--- src/design/flash_sec_pkg.sv ---
// constants, types and decode helpers shared by the flash security block
package flash_sec_pkg;

    // ----------------------------------------------------------------
    // bus and address map
    // ----------------------------------------------------------------
    localparam int          ADDR_W        = 16;       // cpu address width
    localparam int          DATA_W        = 8;        // cpu data width
    localparam int          KEY_BYTES     = 8;        // bytes in the comparison key
    localparam logic [15:0] KEY_BASE_ADDR = 16'hffb0; // first key byte address
    localparam logic [15:0] KEY_LAST_ADDR = 16'hffb7; // last key byte address
    localparam logic [15:0] CONFIG_ADDR   = 16'h0023; // flash_config register
    localparam logic [15:0] STATUS_ADDR   = 16'h0024; // security status register

    // ----------------------------------------------------------------
    // field layout and reset values
    // ----------------------------------------------------------------
    localparam int          KEY_EN_BIT     = 5;        // access-key enable in flash_config
    localparam logic [7:0]  CONFIG_WR_MASK = 8'he0;    // bits 7..5 writable, 4..0 zero
    localparam logic [7:0]  CONFIG_RESET   = 8'h00;    // flash_config after reset
    localparam logic [1:0]  SEC_UNSECURED  = 2'h2;     // the one open pattern, 1:0
    localparam logic [1:0]  SEC_RESET      = 2'h0;     // secured until the field loads
    localparam logic [7:0]  MASK_FULL      = 8'hff;    // every key byte written

    // ----------------------------------------------------------------
    // types
    // ----------------------------------------------------------------
    typedef struct packed {
        logic [15:0] addr;                             // address of the starting write
        logic [7:0]  data;                             // data of the starting write
    } cmd_s;

    typedef enum logic [1:0] {
        KEY_IDLE,                                      // no key bytes held
        KEY_COLLECT,                                   // some key bytes held
        KEY_CHECK                                      // all bytes held, compare now
    } key_phase_e;

    // ----------------------------------------------------------------
    // decode helpers
    // ----------------------------------------------------------------
    function automatic logic is_key_addr(input logic [15:0] addr);
        is_key_addr = (addr >= KEY_BASE_ADDR) && (addr <= KEY_LAST_ADDR);
    endfunction : is_key_addr

    function automatic logic is_unsecured(input logic [1:0] sec);
        is_unsecured = (sec == SEC_UNSECURED);
    endfunction : is_unsecured

endpackage : flash_sec_pkg

--- src/design/flash_security_key_access.sv ---
// security decode, flash_config register and backdoor key write steering
//
// Overview of operation
// - only pattern 1:0 means unsecured; success unsecures
// - flash_config bits 7..5 always read/write
// - flash_config bits 4..0 read zero, ignore writes
// - key range write, enable 0: starts flash command
// - key range write, enable 1: captures key byte, except in the compare cycle
`timescale 1ns/10ps

module flash_security_key_access (
    input  wire logic                 SYS_CLK_I,       // 100 MHz system clock
    input  wire logic                 RST_N_I,         // async reset, active low
    input  wire logic [15:0]          ADDR_I,          // cpu address
    input  wire logic [7:0]           WDATA_I,         // cpu write data
    input  wire logic                 WR_I,            // write strobe
    input  wire logic                 RD_I,            // read strobe
    output logic      [7:0]           RDATA_O,         // read data, cycle after RD_I
    input  wire logic [1:0]           SEC_FIELD_I,     // nonvolatile security field
    input  wire logic                 BLANK_OK_I,      // pulse: blank check passed
    input  wire logic [63:0]          BACKDOOR_KEY_I,  // stored backdoor_compare_key
    output logic                      CMD_START_O,     // pulse: flash command begins
    output flash_sec_pkg::cmd_s       CMD_O,           // write that began the command
    output logic      [1:0]           SEC_STATE_O,     // security_state_field
    output logic                      SECURED_O,       // part is secured
    output logic                      KEY_OK_O         // pulse: key entry succeeded
);

    // ----------------------------------------------------------------
    // declarations
    // ----------------------------------------------------------------
    logic [7:0]                cfg_r;                  // flash_config contents
    logic                      loaded_r;               // field sampled after reset
    logic [1:0]                sec_r;                  // security_state_field
    logic [1:0]                sec_nxt;
    logic                      secured_r;              // decoded secure flag
    logic [7:0]                key_r [8];              // captured comparison bytes
    logic [7:0]                mask_r;                 // which bytes were written
    logic [7:0]                mask_nxt;
    flash_sec_pkg::key_phase_e phase_r;                // key entry progress
    flash_sec_pkg::key_phase_e phase_nxt;
    logic [63:0]               key_flat;               // captured bytes, byte 0 low
    logic                      key_en;                 // access-key enable bit
    logic                      in_key;                 // address in key range
    logic                      key_wr;                 // write captured as key byte
    logic                      cmd_wr;                 // write starting a command
    logic                      key_match;              // compare succeeded this cycle
    logic                      cmd_start_r;
    flash_sec_pkg::cmd_s       cmd_r;
    logic [7:0]                rdata_r;
    logic                      key_ok_r;

    // ----------------------------------------------------------------
    // write steering
    // ----------------------------------------------------------------
    assign key_en = cfg_r[flash_sec_pkg::KEY_EN_BIT];
    assign in_key = flash_sec_pkg::is_key_addr(ADDR_I);
    // the enable bit alone decides; a config write never hits the key range
    assign key_wr = WR_I && in_key && key_en;
    assign cmd_wr = WR_I && in_key && !key_en;

    // ----------------------------------------------------------------
    // flash_config register
    // ----------------------------------------------------------------
    // no lock on security or command activity: writable every cycle
    always_ff @(posedge SYS_CLK_I or negedge RST_N_I)
    begin
        if (!RST_N_I)
            cfg_r <= flash_sec_pkg::CONFIG_RESET;
        else if (WR_I && (ADDR_I == flash_sec_pkg::CONFIG_ADDR))
            cfg_r <= WDATA_I & flash_sec_pkg::CONFIG_WR_MASK;
    end

    // ----------------------------------------------------------------
    // key capture and compare
    // ----------------------------------------------------------------
    // flatten bytes so byte 0 (lowest address) sits in bits 7..0
    always_comb
    begin
        key_flat = '0;
        for (int i = 0; i < flash_sec_pkg::KEY_BYTES; i++)
            key_flat[8*i +: 8] = key_r[i];
    end

    assign key_match = (phase_r == flash_sec_pkg::KEY_CHECK) &&
                       (key_flat == BACKDOOR_KEY_I);

    // next mask and phase; writes in the compare cycle are dropped
    always_comb
    begin
        mask_nxt  = mask_r;
        phase_nxt = phase_r;
        case (phase_r)
            flash_sec_pkg::KEY_IDLE,
            flash_sec_pkg::KEY_COLLECT:
            begin
                if (key_wr)
                begin
                    mask_nxt  = mask_r | (8'h01 << ADDR_I[2:0]);
                    phase_nxt = (mask_nxt == flash_sec_pkg::MASK_FULL) ?
                                flash_sec_pkg::KEY_CHECK : flash_sec_pkg::KEY_COLLECT;
                end
            end
            flash_sec_pkg::KEY_CHECK:
            begin
                // one try per eight bytes; a miss just starts over
                mask_nxt  = '0;
                phase_nxt = flash_sec_pkg::KEY_IDLE;
            end
            default:
            begin
                mask_nxt  = '0;
                phase_nxt = flash_sec_pkg::KEY_IDLE;
            end
        endcase
    end

    // progress state of key entry
    always_ff @(posedge SYS_CLK_I or negedge RST_N_I)
    begin
        if (!RST_N_I)
        begin
            mask_r  <= '0;
            phase_r <= flash_sec_pkg::KEY_IDLE;
        end
        else
        begin
            mask_r  <= mask_nxt;
            phase_r <= phase_nxt;
        end
    end

    // byte storage, no reset needed: mask says what is valid
    always_ff @(posedge SYS_CLK_I)
    begin
        if (key_wr && (phase_r != flash_sec_pkg::KEY_CHECK))
            key_r[ADDR_I[2:0]] <= WDATA_I;
    end

    // ----------------------------------------------------------------
    // security state
    // ----------------------------------------------------------------
    // a success wins over the field load so an early blank check is kept
    always_comb
    begin
        sec_nxt = sec_r;
        if (key_match || BLANK_OK_I)
            sec_nxt = flash_sec_pkg::SEC_UNSECURED;
        else if (!loaded_r)
            sec_nxt = SEC_FIELD_I;
    end

    // field is caught by a clock edge after release, never by the reset
    always_ff @(posedge SYS_CLK_I or negedge RST_N_I)
    begin
        if (!RST_N_I)
        begin
            loaded_r  <= 1'b0;
            sec_r     <= flash_sec_pkg::SEC_RESET;
            secured_r <= 1'b1;
        end
        else
        begin
            loaded_r  <= 1'b1;
            sec_r     <= sec_nxt;
            secured_r <= !flash_sec_pkg::is_unsecured(sec_nxt);
        end
    end

    // ----------------------------------------------------------------
    // command start and key result outputs
    // ----------------------------------------------------------------
    // the command sequencer sees the first write, one cycle late
    always_ff @(posedge SYS_CLK_I or negedge RST_N_I)
    begin
        if (!RST_N_I)
        begin
            cmd_start_r <= 1'b0;
            cmd_r       <= '0;
            key_ok_r    <= 1'b0;
        end
        else
        begin
            cmd_start_r <= cmd_wr;
            key_ok_r    <= key_match;
            if (cmd_wr)
                cmd_r <= '{addr: ADDR_I, data: WDATA_I};
        end
    end

    // ----------------------------------------------------------------
    // read port
    // ----------------------------------------------------------------
    // data stand one cycle only; unmapped addresses read zero
    always_ff @(posedge SYS_CLK_I or negedge RST_N_I)
    begin
        if (!RST_N_I)
            rdata_r <= '0;
        else if (RD_I && (ADDR_I == flash_sec_pkg::CONFIG_ADDR))
            rdata_r <= cfg_r;
        else if (RD_I && (ADDR_I == flash_sec_pkg::STATUS_ADDR))
            rdata_r <= {5'h00, secured_r, sec_r};
        else
            rdata_r <= '0;
    end

    assign RDATA_O     = rdata_r;
    assign CMD_START_O = cmd_start_r;
    assign CMD_O       = cmd_r;
    assign SEC_STATE_O = sec_r;
    assign SECURED_O   = secured_r;
    assign KEY_OK_O    = key_ok_r;
endmodule : flash_security_key_access

--- config.mk ---
export PLATFORM = sky130hd
export DESIGN_NAME = flash_security_key_access
export DESIGN_NICKNAME = d
export VERILOG_FILES = /design/src/design/flash_sec_pkg.sv /design/src/design/flash_security_key_access.sv
export SDC_FILE = /design/constraint.sdc
export NUM_CORES = 1
export LEC_CHECK = 0
export BUFFER_PORTS_ARGS = -buffer_cell sky130_fd_sc_hd__clkbuf_2
export CORE_MARGIN = 2
export CORE_UTILIZATION = 50
export DETAILED_ROUTE_END_ITERATION = 10
export PLACE_DENSITY = 0.81
export SLEW_MARGIN = 40
export SYNTH_ARGS = -nofsm -noshare
export SYNTH_HDL_FRONTEND = slang
export SYNTH_SLANG_ARGS = --single-unit
--- constraint.sdc ---
create_clock -name SYS_CLK_I -period 5.35 [get_ports SYS_CLK_I]
set_clock_uncertainty 0.15 [all_clocks]
set_input_delay 0.2675 -clock SYS_CLK_I [delete_from_list [all_inputs] [get_ports SYS_CLK_I]]
set_output_delay 0.2675 -clock SYS_CLK_I [all_outputs]
set_load 0.02 [all_outputs]
==> impl_results.md, run 1 <==
- Via density: about 5.2
- H-tree Lvls: 4
- Leakage: 2.79 nW
- Vias in the first global route: 3,245
- CP Class: in2reg
- Cell variety after synth: 44
- Outcome: completed
- Layout Cells excl Fill: around 620
- CTS tree: yes
- Clock Sinks: around 110
- Post-CTS setup buffer count: 0
- Clk root buf: clkbuf_8
- Most frequent cells after synthesis: edfxtp_1, dfrtp_1, xor2_1
- Largest family of logic cells by synthesized area: simple AND/OR/NAND/NOR gates
- Seq/Total Area, Yosys: 0.674
- # DRC: 0
- First-pass GRT wire length: 16.6 mm
- Clock power share: 0.500
- Seq cells post-synth: between 100 and 150
- Adder-cell area share of the yosys netlist: 0
- Antenna diodes: 0
- Worst-path clk slew: 60 ps
- Type of the worst min-delay path: in2reg
- Final core occ: 0.670
- Largest net degree at the start of global routing: 50
- Unrepaired setup endpoints after global routing: false
- Total core area: approximately 9200 sq um
- Grt ovf: 0
- Crit path launch type: primary input
- Tcrit/Tclk final: 0.696
- Final setup fails: 0
- Post-synthesis xor/xnor area fraction: 0.0881
- Dominant cells by area after synthesis: edfxtp_1, dfrtp_1, xor2_1
- Die area: 10,100 sq um
- Top-count cell post-synth: edfxtp_1
- Simple-gate share of the synthesized area: 0.124
- Gr usage total: 0.223
- Syn Area/Cell: 13.7 sq um
- Internal power: 0.00164 W
- Relative slew slack: 0.495
- Power per cell area: about 340 nW/um^2
- Antenna Violating Nets Remaining: 0
- Later-pin clock latency in the skew report: 500 ps
- Max-Cap Viols: 0
- Initial antenna violation count: 0
- Top-Level Pins: 132
- Slew Limit Fails: 0
- Placed Cells: 573
- Filler cells: approximately 650
- Final wirelength: 10.9 mm
- Mapped Area: ~4700 sq um
- Final Hold Fails: 0
- Top_reg_cell synth: edfxtp_1
- Post-synth EDFFs: 64
- Max VDD drop: roughly 0.26 mV
- Data arrival time of the critical path: approximately 3700 ps
- Critical Path Fanout Max: 14
- Switching power total: between 0.0004 and 0.0005 W
- Rows: 35
- Die height: approximately 100 um
- Total CTS buffers: 17
- Ys Warns: 0
- Via count: ~3,200
- Seq pwr share: 0.448
- Share of cells above drive strength 1: 0.375
- Mapped Cells: between 300 and 400
- CP endpoint kind: flop
- DR WL/cell: 17.6 um
- Die W: 101 um
- Setup TNS Final: 0 ps
- DP Wirelength: between 7 and 8 mm
- Final min period: approximately 3700 ps
- Syn-to-layout area delta: 31.2%
- Achievable frequency: approximately 270 MHz
- GP Congestion: 0.867
- Final #Nets: ~600
- Initial Util: 0.510
- Asr flop ratio synth: 0.434
- Mux cell area share after synthesis: 0.0359
- Initial DRC count: between 200 and 300
- Worst-Margin Slew: approximately 750 ps
- Compound-cell area share of the yosys netlist: 0.0485
- Crit path required time: ~5300 ps
- Cell taking the most area after synthesis: edfxtp_1
- Logic gate share of total power: 0.052
- TritonRoute pass-1 iters: 5
- Switch share: 0.206
- PortBufs: 129
- Maximum buffer depth of the clock tree: 2
- Top-area cell type share of the netlist area: 0.411
## worst paths after layout
path / from / to / slack (ps) / cells after the start
min in group asynchronous: RST_N_I / CMD_O[12] / 260 / 3
hold / removal: BACKDOOR_KEY_I[63] / KEY_OK_O / 30 / 4
hold reg to reg: CMD_O[15] / CMD_O[15] / 310 / 1
setup reg to reg: key_r[0][1] / SECURED_O / 2670 / 7
setup / recovery: ADDR_I[12] / key_r[6][0] / 1630 / 10
max in group asynchronous: RST_N_I / RDATA_O[5] / 4370 / 3
## cell type report
type                       count  area, sq um  share of cell area
tap                          111          139              0.0227
clock inverter                11          116              0.0190
clock buffer                  21          439              0.0717
multi-input combinational    198         1420               0.232
timing repair buffer         143          783               0.128
inverter                      21         78.8              0.0129
sequential                   113         3150               0.514
## stage by stage
stage          hold slack (ps)  power, W  setup slack (ps)  cell area [sq um]
6_report                  28.4   0.00207              1630               6130
3_5_place_dp               259   0.00104              2210               5440
3_3_place_gp               246   0.00104              2180               5420
4_1_cts                   3.26   0.00208              1370               6120
5_1_grt                   11.4   0.00213              1400               6130
2_1_floorplan             -178  0.000979              3080               4670
## worst max-delay path, stage by stage
cell and delay, ps:
dlygate4sd3_1 530, clkbuf_2 110, nand4_1 60, dlygate4sd3_1 550, nor2_1 120, dlygate4sd3_1 580, nand3_1 100, nor2_2 430
nand2_1 290, nor3_2 660
## state kept, by name, summed over array words and instances, names as in the netlist
signal       flops
cfg_r            3
phase_r          2
KEY_OK_O         1
RDATA_O          6
key_r           64
CMD_O           24
SEC_STATE_O      2
SECURED_O        1
loaded_r         1
CMD_START_O      1
mask_r           8
## power groups by stage
| stage | clock, W | combinational (W) | sequential (W) |
|---|---|---|---|
| floorplan | 0 | 0.0000337 | 0.000945 |
| global placement | 0 | 0.0000961 | 0.000943 |
| detailed placement | 0 | 0.0000987 | 0.000943 |
| CTS | 0.00105 | 0.000106 | 0.000927 |
| global route | 0.00109 | 0.000117 | 0.000927 |
| finish | 0.00104 | 0.000107 | 0.000927 |
## repair_timing
action,CTS,global route
resized for setup,0,0
endpoints found under the hold margin,86,0
hold buffers,13,0
## layout by cell type (no fill, tap or decap), types with 4 or more instances in the layout
cell type / Yosys / layout
clkbuf_2: 0 / 129
edfxtp_1: 64 / 64
dfrtp_1: 48 / 48
xor2_1: 28 / 28
inv_1: 20 / 20
xnor2_1: 19 / 19
nor2_1: 19 / 17
clkbuf_16: 0 / 16
dlygate4sd3_1: 0 / 13
mux2_2: 12 / 12
nor4_1: 11 / 11
or2_2: 11 / 11
nand4_1: 10 / 10
a21oi_1: 8 / 8
and2_1: 6 / 6
nand2_1: 6 / 6
nand3_1: 5 / 5
nor3_1: 8 / 5
o22ai_1: 5 / 5
and3_1: 5 / 5
nor3_2: 1 / 4
o2bb2ai_1: 4 / 4
a22o_1: 4 / 4
o21ai_0: 4 / 4
clkinvlp_4: 0 / 4
## cell families (layout without fill, tap and decap cells)
family,count (synthesis),count (layout)
compound gates,33,33
buf+inv,30,196
mux,15,15
flops,113,113
other cells,2,3
simple gates,100,100
xor+xnor,47,47
## routing by layer
metal | track usage | part of all wire | vias to the layer above
met3 | 0.0534 | 0.077 | 14
met5 | 0 | 0 | -
met1 | 0.285 | 0.41 | 1530
met4 | 0.0927 | 0.013 | 0
li1 | - | - | 1533
met2 | 0.368 | 0.50 | 167
(Power assumes the default switching activity.)
==> run 2, diff against run 1 <==
--- a/config.mk
+++ b/config.mk
@@ -5,9 +5,10 @@
 export SDC_FILE = /design/constraint.sdc
 export NUM_CORES = 1
 export LEC_CHECK = 0
+export ABC_AREA = 1
 export BUFFER_PORTS_ARGS = -buffer_cell sky130_fd_sc_hd__clkbuf_2
 export CORE_MARGIN = 2
-export CORE_UTILIZATION = 50
+export CORE_UTILIZATION = 49
 export DETAILED_ROUTE_END_ITERATION = 10
 export PLACE_DENSITY = 0.81
 export SLEW_MARGIN = 40
==> constraint.sdc (replaced) <==
create_clock -name SYS_CLK_I -period 3.1 [get_ports SYS_CLK_I]
set_clock_uncertainty 0.15 [all_clocks]
set_input_delay 0.155 -clock SYS_CLK_I [delete_from_list [all_inputs] [get_ports SYS_CLK_I]]
set_output_delay 0.155 -clock SYS_CLK_I [all_outputs]
set_load 0.02 [all_outputs]
==> run 2 against run 1 <==
  * Via count up 52%
  * First-iteration DRC count grew 28%
  * Register-to-register slack worse by 1900 ps
  * Non-clock buffer count is the same
  * Worst setup slack worse by 940 ps
  * Clock-buffer cell count rose by 1
  * Wire length rose by 43%
  * Critical path type unchanged
  * Largest cell class unchanged
  * Highest routed layer unchanged
==> impl_results.md, run 2 <==
- Outcome: completed (unchanged)
- Final wirelength: 15.5 mm (was 10.9 mm)
- Cell taking the most area after synthesis: edfxtp_1 (unchanged)
- Most frequent cells in the layout: nand2_1, clkbuf_2, inv_1 (was clkbuf_2, edfxtp_1, dfrtp_1)
- Rows: 38 (was 35)
- Top_reg_cell synth: edfxtp_1 (unchanged)
- Switching power total: 0.000859 W (was 0.000426 W)
- Final setup margin: 688 ps (was 1630 ps)
- Type of the worst min-delay path: in2reg (unchanged)
- PortBufs: 129 (unchanged)
- Most frequent cells after synthesis: nand2_1, inv_1, nor2_1 (was edfxtp_1, dfrtp_1, xor2_1)
- Later-pin clock latency in the skew report: 410 ps (was 500 ps)
- Setup TNS Final: 0 ps (unchanged)
- Total CTS buffers: 17 (unchanged)
- Multi-input gate area: 1890 sq um (was 1420 sq um)
- DP Wirelength: 11.5 mm (was 7.56 mm)
- Syn-to-layout area delta: 26.7% (was 31.2%)
- First-pass GRT wire length: 24.7 mm (was 16.6 mm)
- DR WL/cell: 16.0 um (was 17.6 um)
- # DRC: 0 (unchanged)
- Seq/Total Area, Yosys: 0.566 (was 0.674)
- Mapped Area: 5560 sq um (was 4670 sq um)
- Final setup fails: 0 (unchanged)
- TritonRoute pass-1 iters: 5 (unchanged)
- Unrepaired setup endpoints after global routing: false (unchanged)
- Crit path required time: 2990 ps (was 5320 ps)
- Post-CTS setup buffer count: 0 (unchanged)
- Die height: 111 um (was 101 um)
- Gr usage total: 0.265 (was 0.223)
- Worst path cell trace: dlygate4sd3_1, clkbuf_2, nand4_1, nor2_1, nand2_2, nor2_2, nand2_1, nor2_1 (was dlygate4sd3_1, clkbuf_2, nand4_1, dlygate4sd3_1, nor2_1, dlygate4sd3_1, nand3_1, nor2_2, nand2_1, nor3_2)
- CP Class: in2reg (unchanged)
- Filler cells: 921 (was 645)
- Internal power: 0.00283 W (was 0.00164 W)
- Placed Cells: 925 (was 573)
- Post-synth EDFFs: 64 (unchanged)
- Max VDD drop: 0.412 mV (was 0.262 mV)
- Initial Util: 0.509 (was 0.510)
- Max stage delay on crit path: 650 ps (was 660 ps)
- FF/Latch Area: 3150 sq um (unchanged)
- Clk root buf: clkbuf_16 (was clkbuf_8)
- Via count: 4,918 (was 3,244)
- Ys Warns: 0 (unchanged)
- Share of cells above drive strength 1: 0.236 (was 0.375)
- Slowest CP cell: nor2_1 (was nor3_2)
- Top-Level Pins: 132 (unchanged)
- Mapped Cells: 660 (was 340)
- Dpl ws: 845 ps (was 2210 ps)
- Initial DRC count: 339 (was 265)
- Clock power share: 0.499 (was 0.500)
- Syn Area/Cell: 8.43 sq um (was 13.7 sq um)
- Total core area: 10,900 sq um (was 9150 sq um)
- Power per cell area: 524 nW/um^2 (was 338 nW/um^2)
- Most repeated library cell on the critical path: nor2_1 (was dlygate4sd3_1)
- Grt ovf: 0 (unchanged)
- Maximum buffer depth of the clock tree: 2 (unchanged)
- Die W: 111 um (was 101 um)
- Crit path launch type: primary input (unchanged)
- Logic gate share of total power: 0.067 (was 0.052)
- Layout Cells excl Fill: 970 (was 618)
- Dominant cells by area after synthesis: edfxtp_1, dfrtp_1, nand2_1 (was edfxtp_1, dfrtp_1, xor2_1)
- Worst-path clk slew: 50 ps (was 60 ps)
- Critical Path Fanout Max: 11 (was 14)
- GP Congestion: 0.977 (was 0.867)
- Max FFs per register: 64 (unchanged)
- Asr flop ratio synth: 0.434 (unchanged)
- Final core occ: 0.644 (was 0.670)
- Cell variety after synth: 32 (was 44)
- Slew Limit Fails: 0 (unchanged)
- Leakage: 3.71 nW (was 2.79 nW)
- Data arrival time of the critical path: 2300 ps (was 3700 ps)
- CTS tree: yes (unchanged)
- Worst-Margin Slew: 809 ps (was 754 ps)
- Switch share: 0.233 (was 0.206)
- Via density: 5.07 (was 5.25)
- Relative slew slack: 0.458 (was 0.495)
- Die area: 12,200 sq um (was 10,100 sq um)
- H-tree Lvls: 4 (unchanged)
- Antenna Violating Nets Remaining: 0 (unchanged)
- Final Hold Fails: 0 (unchanged)
- Vias in the first global route: 4,885 (was 3,245)
- Seq cells post-synth: 113 (unchanged)
- Commonest non-fill, non-tap cell in the layout: nand2_1 (was clkbuf_2)
- Max-Cap Viols: 0 (unchanged)
- Seq pwr share: 0.433 (was 0.448)
- CP endpoint kind: flop (unchanged)
- Top-area cell type share of the netlist area: 0.346 (was 0.411)
- Top-count cell post-synth: nand2_1 (was edfxtp_1)
- Achievable frequency: around 410 MHz
- Tcrit/Tclk final: 0.778
- Final #Nets: 912 (was 589)
- Final min period: roughly 2400 ps
- Clock Sinks: 113 (unchanged)
- Largest net degree at the start of global routing: 28 (was 50)
- Antenna diodes: 0 (unchanged)
- Initial antenna violation count: 0 (unchanged)
==> run 2: cell count changes after synthesis, moves of 12 or more <==
cell	change
inv_1	+105
mux2_2	-12
nand2_1	+196
nand3_1	+15
nand4_1	+18
nor2_1	+55
xor2_1	-26
==> run 2: logic make-up (layout without fill, tap and decap cells) <==
logic type	after synthesis	count (layout)	synth area share
XOR/XNOR	13	13	0.0205
AO/OA/AOI/OAI	31	31	0.0313
AND/OR/NAND/NOR	366	366	0.286
other	2	3	0.00135
buffers and inverters	135	304	0.0947
flip-flops	113	113	0.566
==> run 2: critical path, delay by kind of cell <==
family / cells / cell delay [ps]
buf+inv: 2 / 660
simple gates: 6 / 1480
==> run 2: what timing repair did <==
action / 4_1_cts / 5_1_grt
gates resized for setup: 0 / 0
hold buffers: 13 / 0
setup endpoints to repair: 0 / 0
hold endpoints to repair: 56 / 0
==> run 2: power by group through the flow <==
stage | clock network (W) | logic (W) | registers (W)
2_1_floorplan | 0 | 0.0000911 | 0.00163
3_3_place_gp | 0 | 0.000229 | 0.00163
3_5_place_dp | 0 | 0.000232 | 0.00163
4_1_cts | 0.00185 | 0.000247 | 0.00160
5_1_grt | 0.00192 | 0.000276 | 0.00160
6_report | 0.00184 | 0.000249 | 0.00160
==> run 2: layer usage <==
metal  GRT usage  wire length (um)  up-vias
met1       0.330              6120     2217
li1            -                 -     2374
met3      0.0703              1450       47
met5           0                 0        -
met2       0.431              7320      280
met4       0.124               637        0
==> run 2: through the flow <==
| step | instance area (sq um) | total power [W] | hold slack, ps |
|---|---|---|---|
| floorplan | 5570 | 0.00172 | -291 |
| global placement | 6350 | 0.00186 | 8.04 |
| detailed placement | 6350 | 0.00186 | 10.5 |
| CTS | 7050 | 0.00370 | 8.95 |
| global route | 7050 | 0.00380 | 38.8 |
| finish | 7050 | 0.00369 | 14.3 |
==> run 2: area by class of cell <==
cell class / count / share of cell area
inverter: 129 / 0.0687
sequential: 113 / 0.447
clock inverter: 10 / 0.00977
multi-input combinational: 413 / 0.268
tap: 140 / 0.0249
clock buffer: 22 / 0.0705
timing repair buffer: 143 / 0.111
==> run 2: worst paths after layout <==
| path | from | endpoint | slack, ps | depth (start not counted) |
|---|---|---|---|---|
| worst min-delay path | WDATA_I[3] | CMD_O[3] | 10 | 3 |
| max in group asynchronous | RST_N_I | SECURED_O | 1900 | 3 |
| worst max register to register | phase_r[1] | SECURED_O | 770 | 10 |
| min in group asynchronous | RST_N_I | CMD_O[12] | 120 | 2 |
| worst min register to register | CMD_O[22] | CMD_O[22] | 310 | 1 |
| worst max-delay path | WR_I | key_r[0][4] | 690 | 8 |
==> run 3, diff against run 2 <==
--- a/config.mk
+++ b/config.mk
@@ -5,10 +5,10 @@
 export SDC_FILE = /design/constraint.sdc
 export NUM_CORES = 1
 export LEC_CHECK = 0
-export ABC_AREA = 1
+export ABC_AREA = 0
 export BUFFER_PORTS_ARGS = -buffer_cell sky130_fd_sc_hd__clkbuf_2
 export CORE_MARGIN = 2
-export CORE_UTILIZATION = 49
+export CORE_UTILIZATION = 50
 export DETAILED_ROUTE_END_ITERATION = 10
 export PLACE_DENSITY = 0.81
 export SLEW_MARGIN = 40
==> constraint.sdc (replaced) <==
create_clock -name SYS_CLK_I -period 2.3 [get_ports SYS_CLK_I]
set_clock_uncertainty 0.15 [all_clocks]
set_input_delay 0.115 -clock SYS_CLK_I [delete_from_list [all_inputs] [get_ports SYS_CLK_I]]
set_output_delay 0.115 -clock SYS_CLK_I [all_outputs]
set_load 0.02 [all_outputs]
==> run 3 against run 2 <==
  * The run now ends with hold timing left
  * Core utilization up 7.1 points
  * First-iteration DRC count down 29%
  * Global-route usage fell by 1.8 points
  * Final cell count decreased by 32%
  * Combinational power grew 18%
  * Final area down 7.0%
  * Clock power increased by 42%
  * Highest routed layer unchanged
==> impl_results.md, run 3 (synthesized netlist as in run 1, its figures left out) <==
- Outcome: finished with violations (was completed)
- Failing checks: hold timing
- Total CTS buffers: 17 (unchanged)
- CTS tree: yes (unchanged)
- Share of cells above drive strength 1: 0.359 (was 0.236)
- Slew Limit Fails: 0 (unchanged)
- Switch share: 0.202 (was 0.233)
- Clock Sinks: 113 (unchanged)
- TritonRoute pass-1 iters: 5 (unchanged)
- CP endpoint kind: flop (unchanged)
- Total core area: 9150 sq um (was 10,900 sq um)
- Crit path required time: 2290 ps (was 2990 ps)
- Final wirelength: 11.9 mm (was 15.5 mm)
- Final Hold Fails: 1 (was 0)
- Type of the worst min-delay path: in2reg (unchanged)
- # DRC: 0 (unchanged)
- Top-Level Pins: 132 (unchanged)
- Later-pin clock latency in the skew report: 520 ps (was 410 ps)
- Switching power total: 0.00102 W (was 0.000859 W)
- Crit path launch type: primary input (unchanged)
- Tcrit/Tclk final: 0.959
- Final hold slack: -12.0 ps (was 14.3 ps)
- H-tree Lvls: 4 (unchanged)
- Max-Cap Viols: 0 (unchanged)
- Max FFs per register: 64 (unchanged)
- Most frequent cells in the layout: clkbuf_2, edfxtp_1, dfrtp_1 (was nand2_1, clkbuf_2, inv_1)
- Die height: 101 um (was 111 um)
- Filler cells: 600 (was 921)
- Clock power share: 0.517 (was 0.499)
- PortBufs: 129 (unchanged)
- Die area: 10,100 sq um (was 12,200 sq um)
- Setup TNS Final: 0 ps (unchanged)
- Largest net degree at the start of global routing: 29 (was 28)
- Commonest non-fill, non-tap cell in the layout: clkbuf_2 (was nand2_1)
- Via density: 5.37 (was 5.07)
- Power per cell area: 774 nW/um^2 (was 524 nW/um^2)
- Die W: 101 um (was 111 um)
- Gr usage total: 0.247 (was 0.265)
- Critical Path Fanout Max: 8 (was 11)
- Max VDD drop: 0.618 mV (was 0.412 mV)
- Cells on worst reg2reg path: 5 (was 10)
- GP Congestion: 0.979 (was 0.977)
- Initial antenna violation count: 0 (unchanged)
- Antenna Violating Nets Remaining: 0 (unchanged)
- Multi-input gate area: 1400 sq um (was 1890 sq um)
- First-pass GRT wire length: 18.1 mm (was 24.7 mm)
- Final #Nets: 631 (was 912)
- Clk root buf: clkbuf_8 (was clkbuf_16)
- Hold-critical path depth: 5 (was 3)
- Leakage: 2.99 nW (was 3.71 nW)
- Maximum buffer depth of the clock tree: 2 (unchanged)
- Internal power: 0.00405 W (was 0.00283 W)
- Achievable frequency: between 400 and 500 MHz
- Logic gate share of total power: 0.058 (was 0.067)
- Seq pwr share: 0.425 (was 0.433)
- Worst-path clk slew: 50 ps (about the same)
- Final setup fails: 0 (unchanged)
- Worst-Margin Slew: 631 ps (was 809 ps)
- Antenna diodes: 0 (unchanged)
- CP Class: in2reg (unchanged)
- Grt ovf: 0 (unchanged)
- Initial DRC count: 239 (was 339)
- Data arrival time of the critical path: 2200 ps (was 2300 ps)
- Vias in the first global route: 3,532 (was 4,885)
- Via count: 3,546 (was 4,918)
- Unrepaired setup endpoints after global routing: false (unchanged)
- Relative slew slack: 0.579 (was 0.458)
- Initial Util: 0.510 (was 0.509)
- Syn-to-layout area delta: 40.3% (was 26.7%)
- DR WL/cell: 18.0 um (was 16.0 um)
- FF/Latch Area: 3150 sq um (unchanged)
- Power consumption: 0.00507 W (was 0.00369 W)
- Final min period: roughly 2200 ps
- Rows: 35 (was 38)
- DP Wirelength: 7.88 mm (was 11.5 mm)
## run 3: timing repair
item	CTS	global route
buffers inserted	0	2
resized for setup	0	1
hold buffers	45	0
hold endpoints to repair	143	0
endpoints found under the setup margin	0	4
## run 3: metal layers
metal | up-vias | global-route usage | part of all wire
met5 | - | 0 | 0
met4 | 0 | 0.0885 | 0.022
met3 | 26 | 0.0638 | 0.075
met2 | 184 | 0.422 | 0.50
met1 | 1717 | 0.304 | 0.40
li1 | 1619 | - | -
## run 3: worst max-delay path, cell delays in order
cell and delay, ps:
dlygate4sd3_1 530, clkbuf_2 100, nor3b_1 240, and2_1 200, nand3_1 100, nor2_1 270
and3_1 630
## run 3: final timing paths
| path | from | to | slack [ps] |
|---|---|---|---|
| worst min-delay path | BACKDOOR_KEY_I[20] | KEY_OK_O | -10 |
| worst min register to register | CMD_O[15] | CMD_O[15] | 320 |
| min in group asynchronous | RST_N_I | CMD_O[20] | 530 |
| worst max-delay path | ADDR_I[3] | key_r[7][6] | 90 |
| max in group asynchronous | RST_N_I | mask_r[5] | 1170 |
| worst max register to register | key_r[0][3] | SECURED_O | 160 |
## run 3: power by group through the flow
stage / combinational (W) / clock, W / sequential [W]
after floorplan: 0.0000784 / 0 / 0.00220
after global placement: 0.000227 / 0 / 0.00219
after detailed placement: 0.000232 / 0 / 0.00219
after CTS: 0.000291 / 0.00263 / 0.00216
after global routing: 0.000319 / 0.00273 / 0.00216
final: 0.000295 / 0.00262 / 0.00216
## run 3: through the flow
step	utilization	hold WS (ps)	setup WS (ps)	area (sq um)	instances
final	0.716	-12.0	94.1	6550	660
after global routing	0.716	19.2	27.8	6550	660
after CTS	0.715	0.977	46.4	6540	659
after detailed placement	0.601	-36.6	192	5500	582
after global placement	0.601	-43.3	278	5500	582
after floorplan	-	-331	178	4670	341
## run 3: final cells by class
cell class | instances | area share
timing repair buffer | 185 | 0.181
multi-input combinational | 198 | 0.214
clock buffer | 21 | 0.0655
tap | 111 | 0.0212
inverter | 21 | 0.0120
clock inverter | 11 | 0.0248
sequential | 113 | 0.481
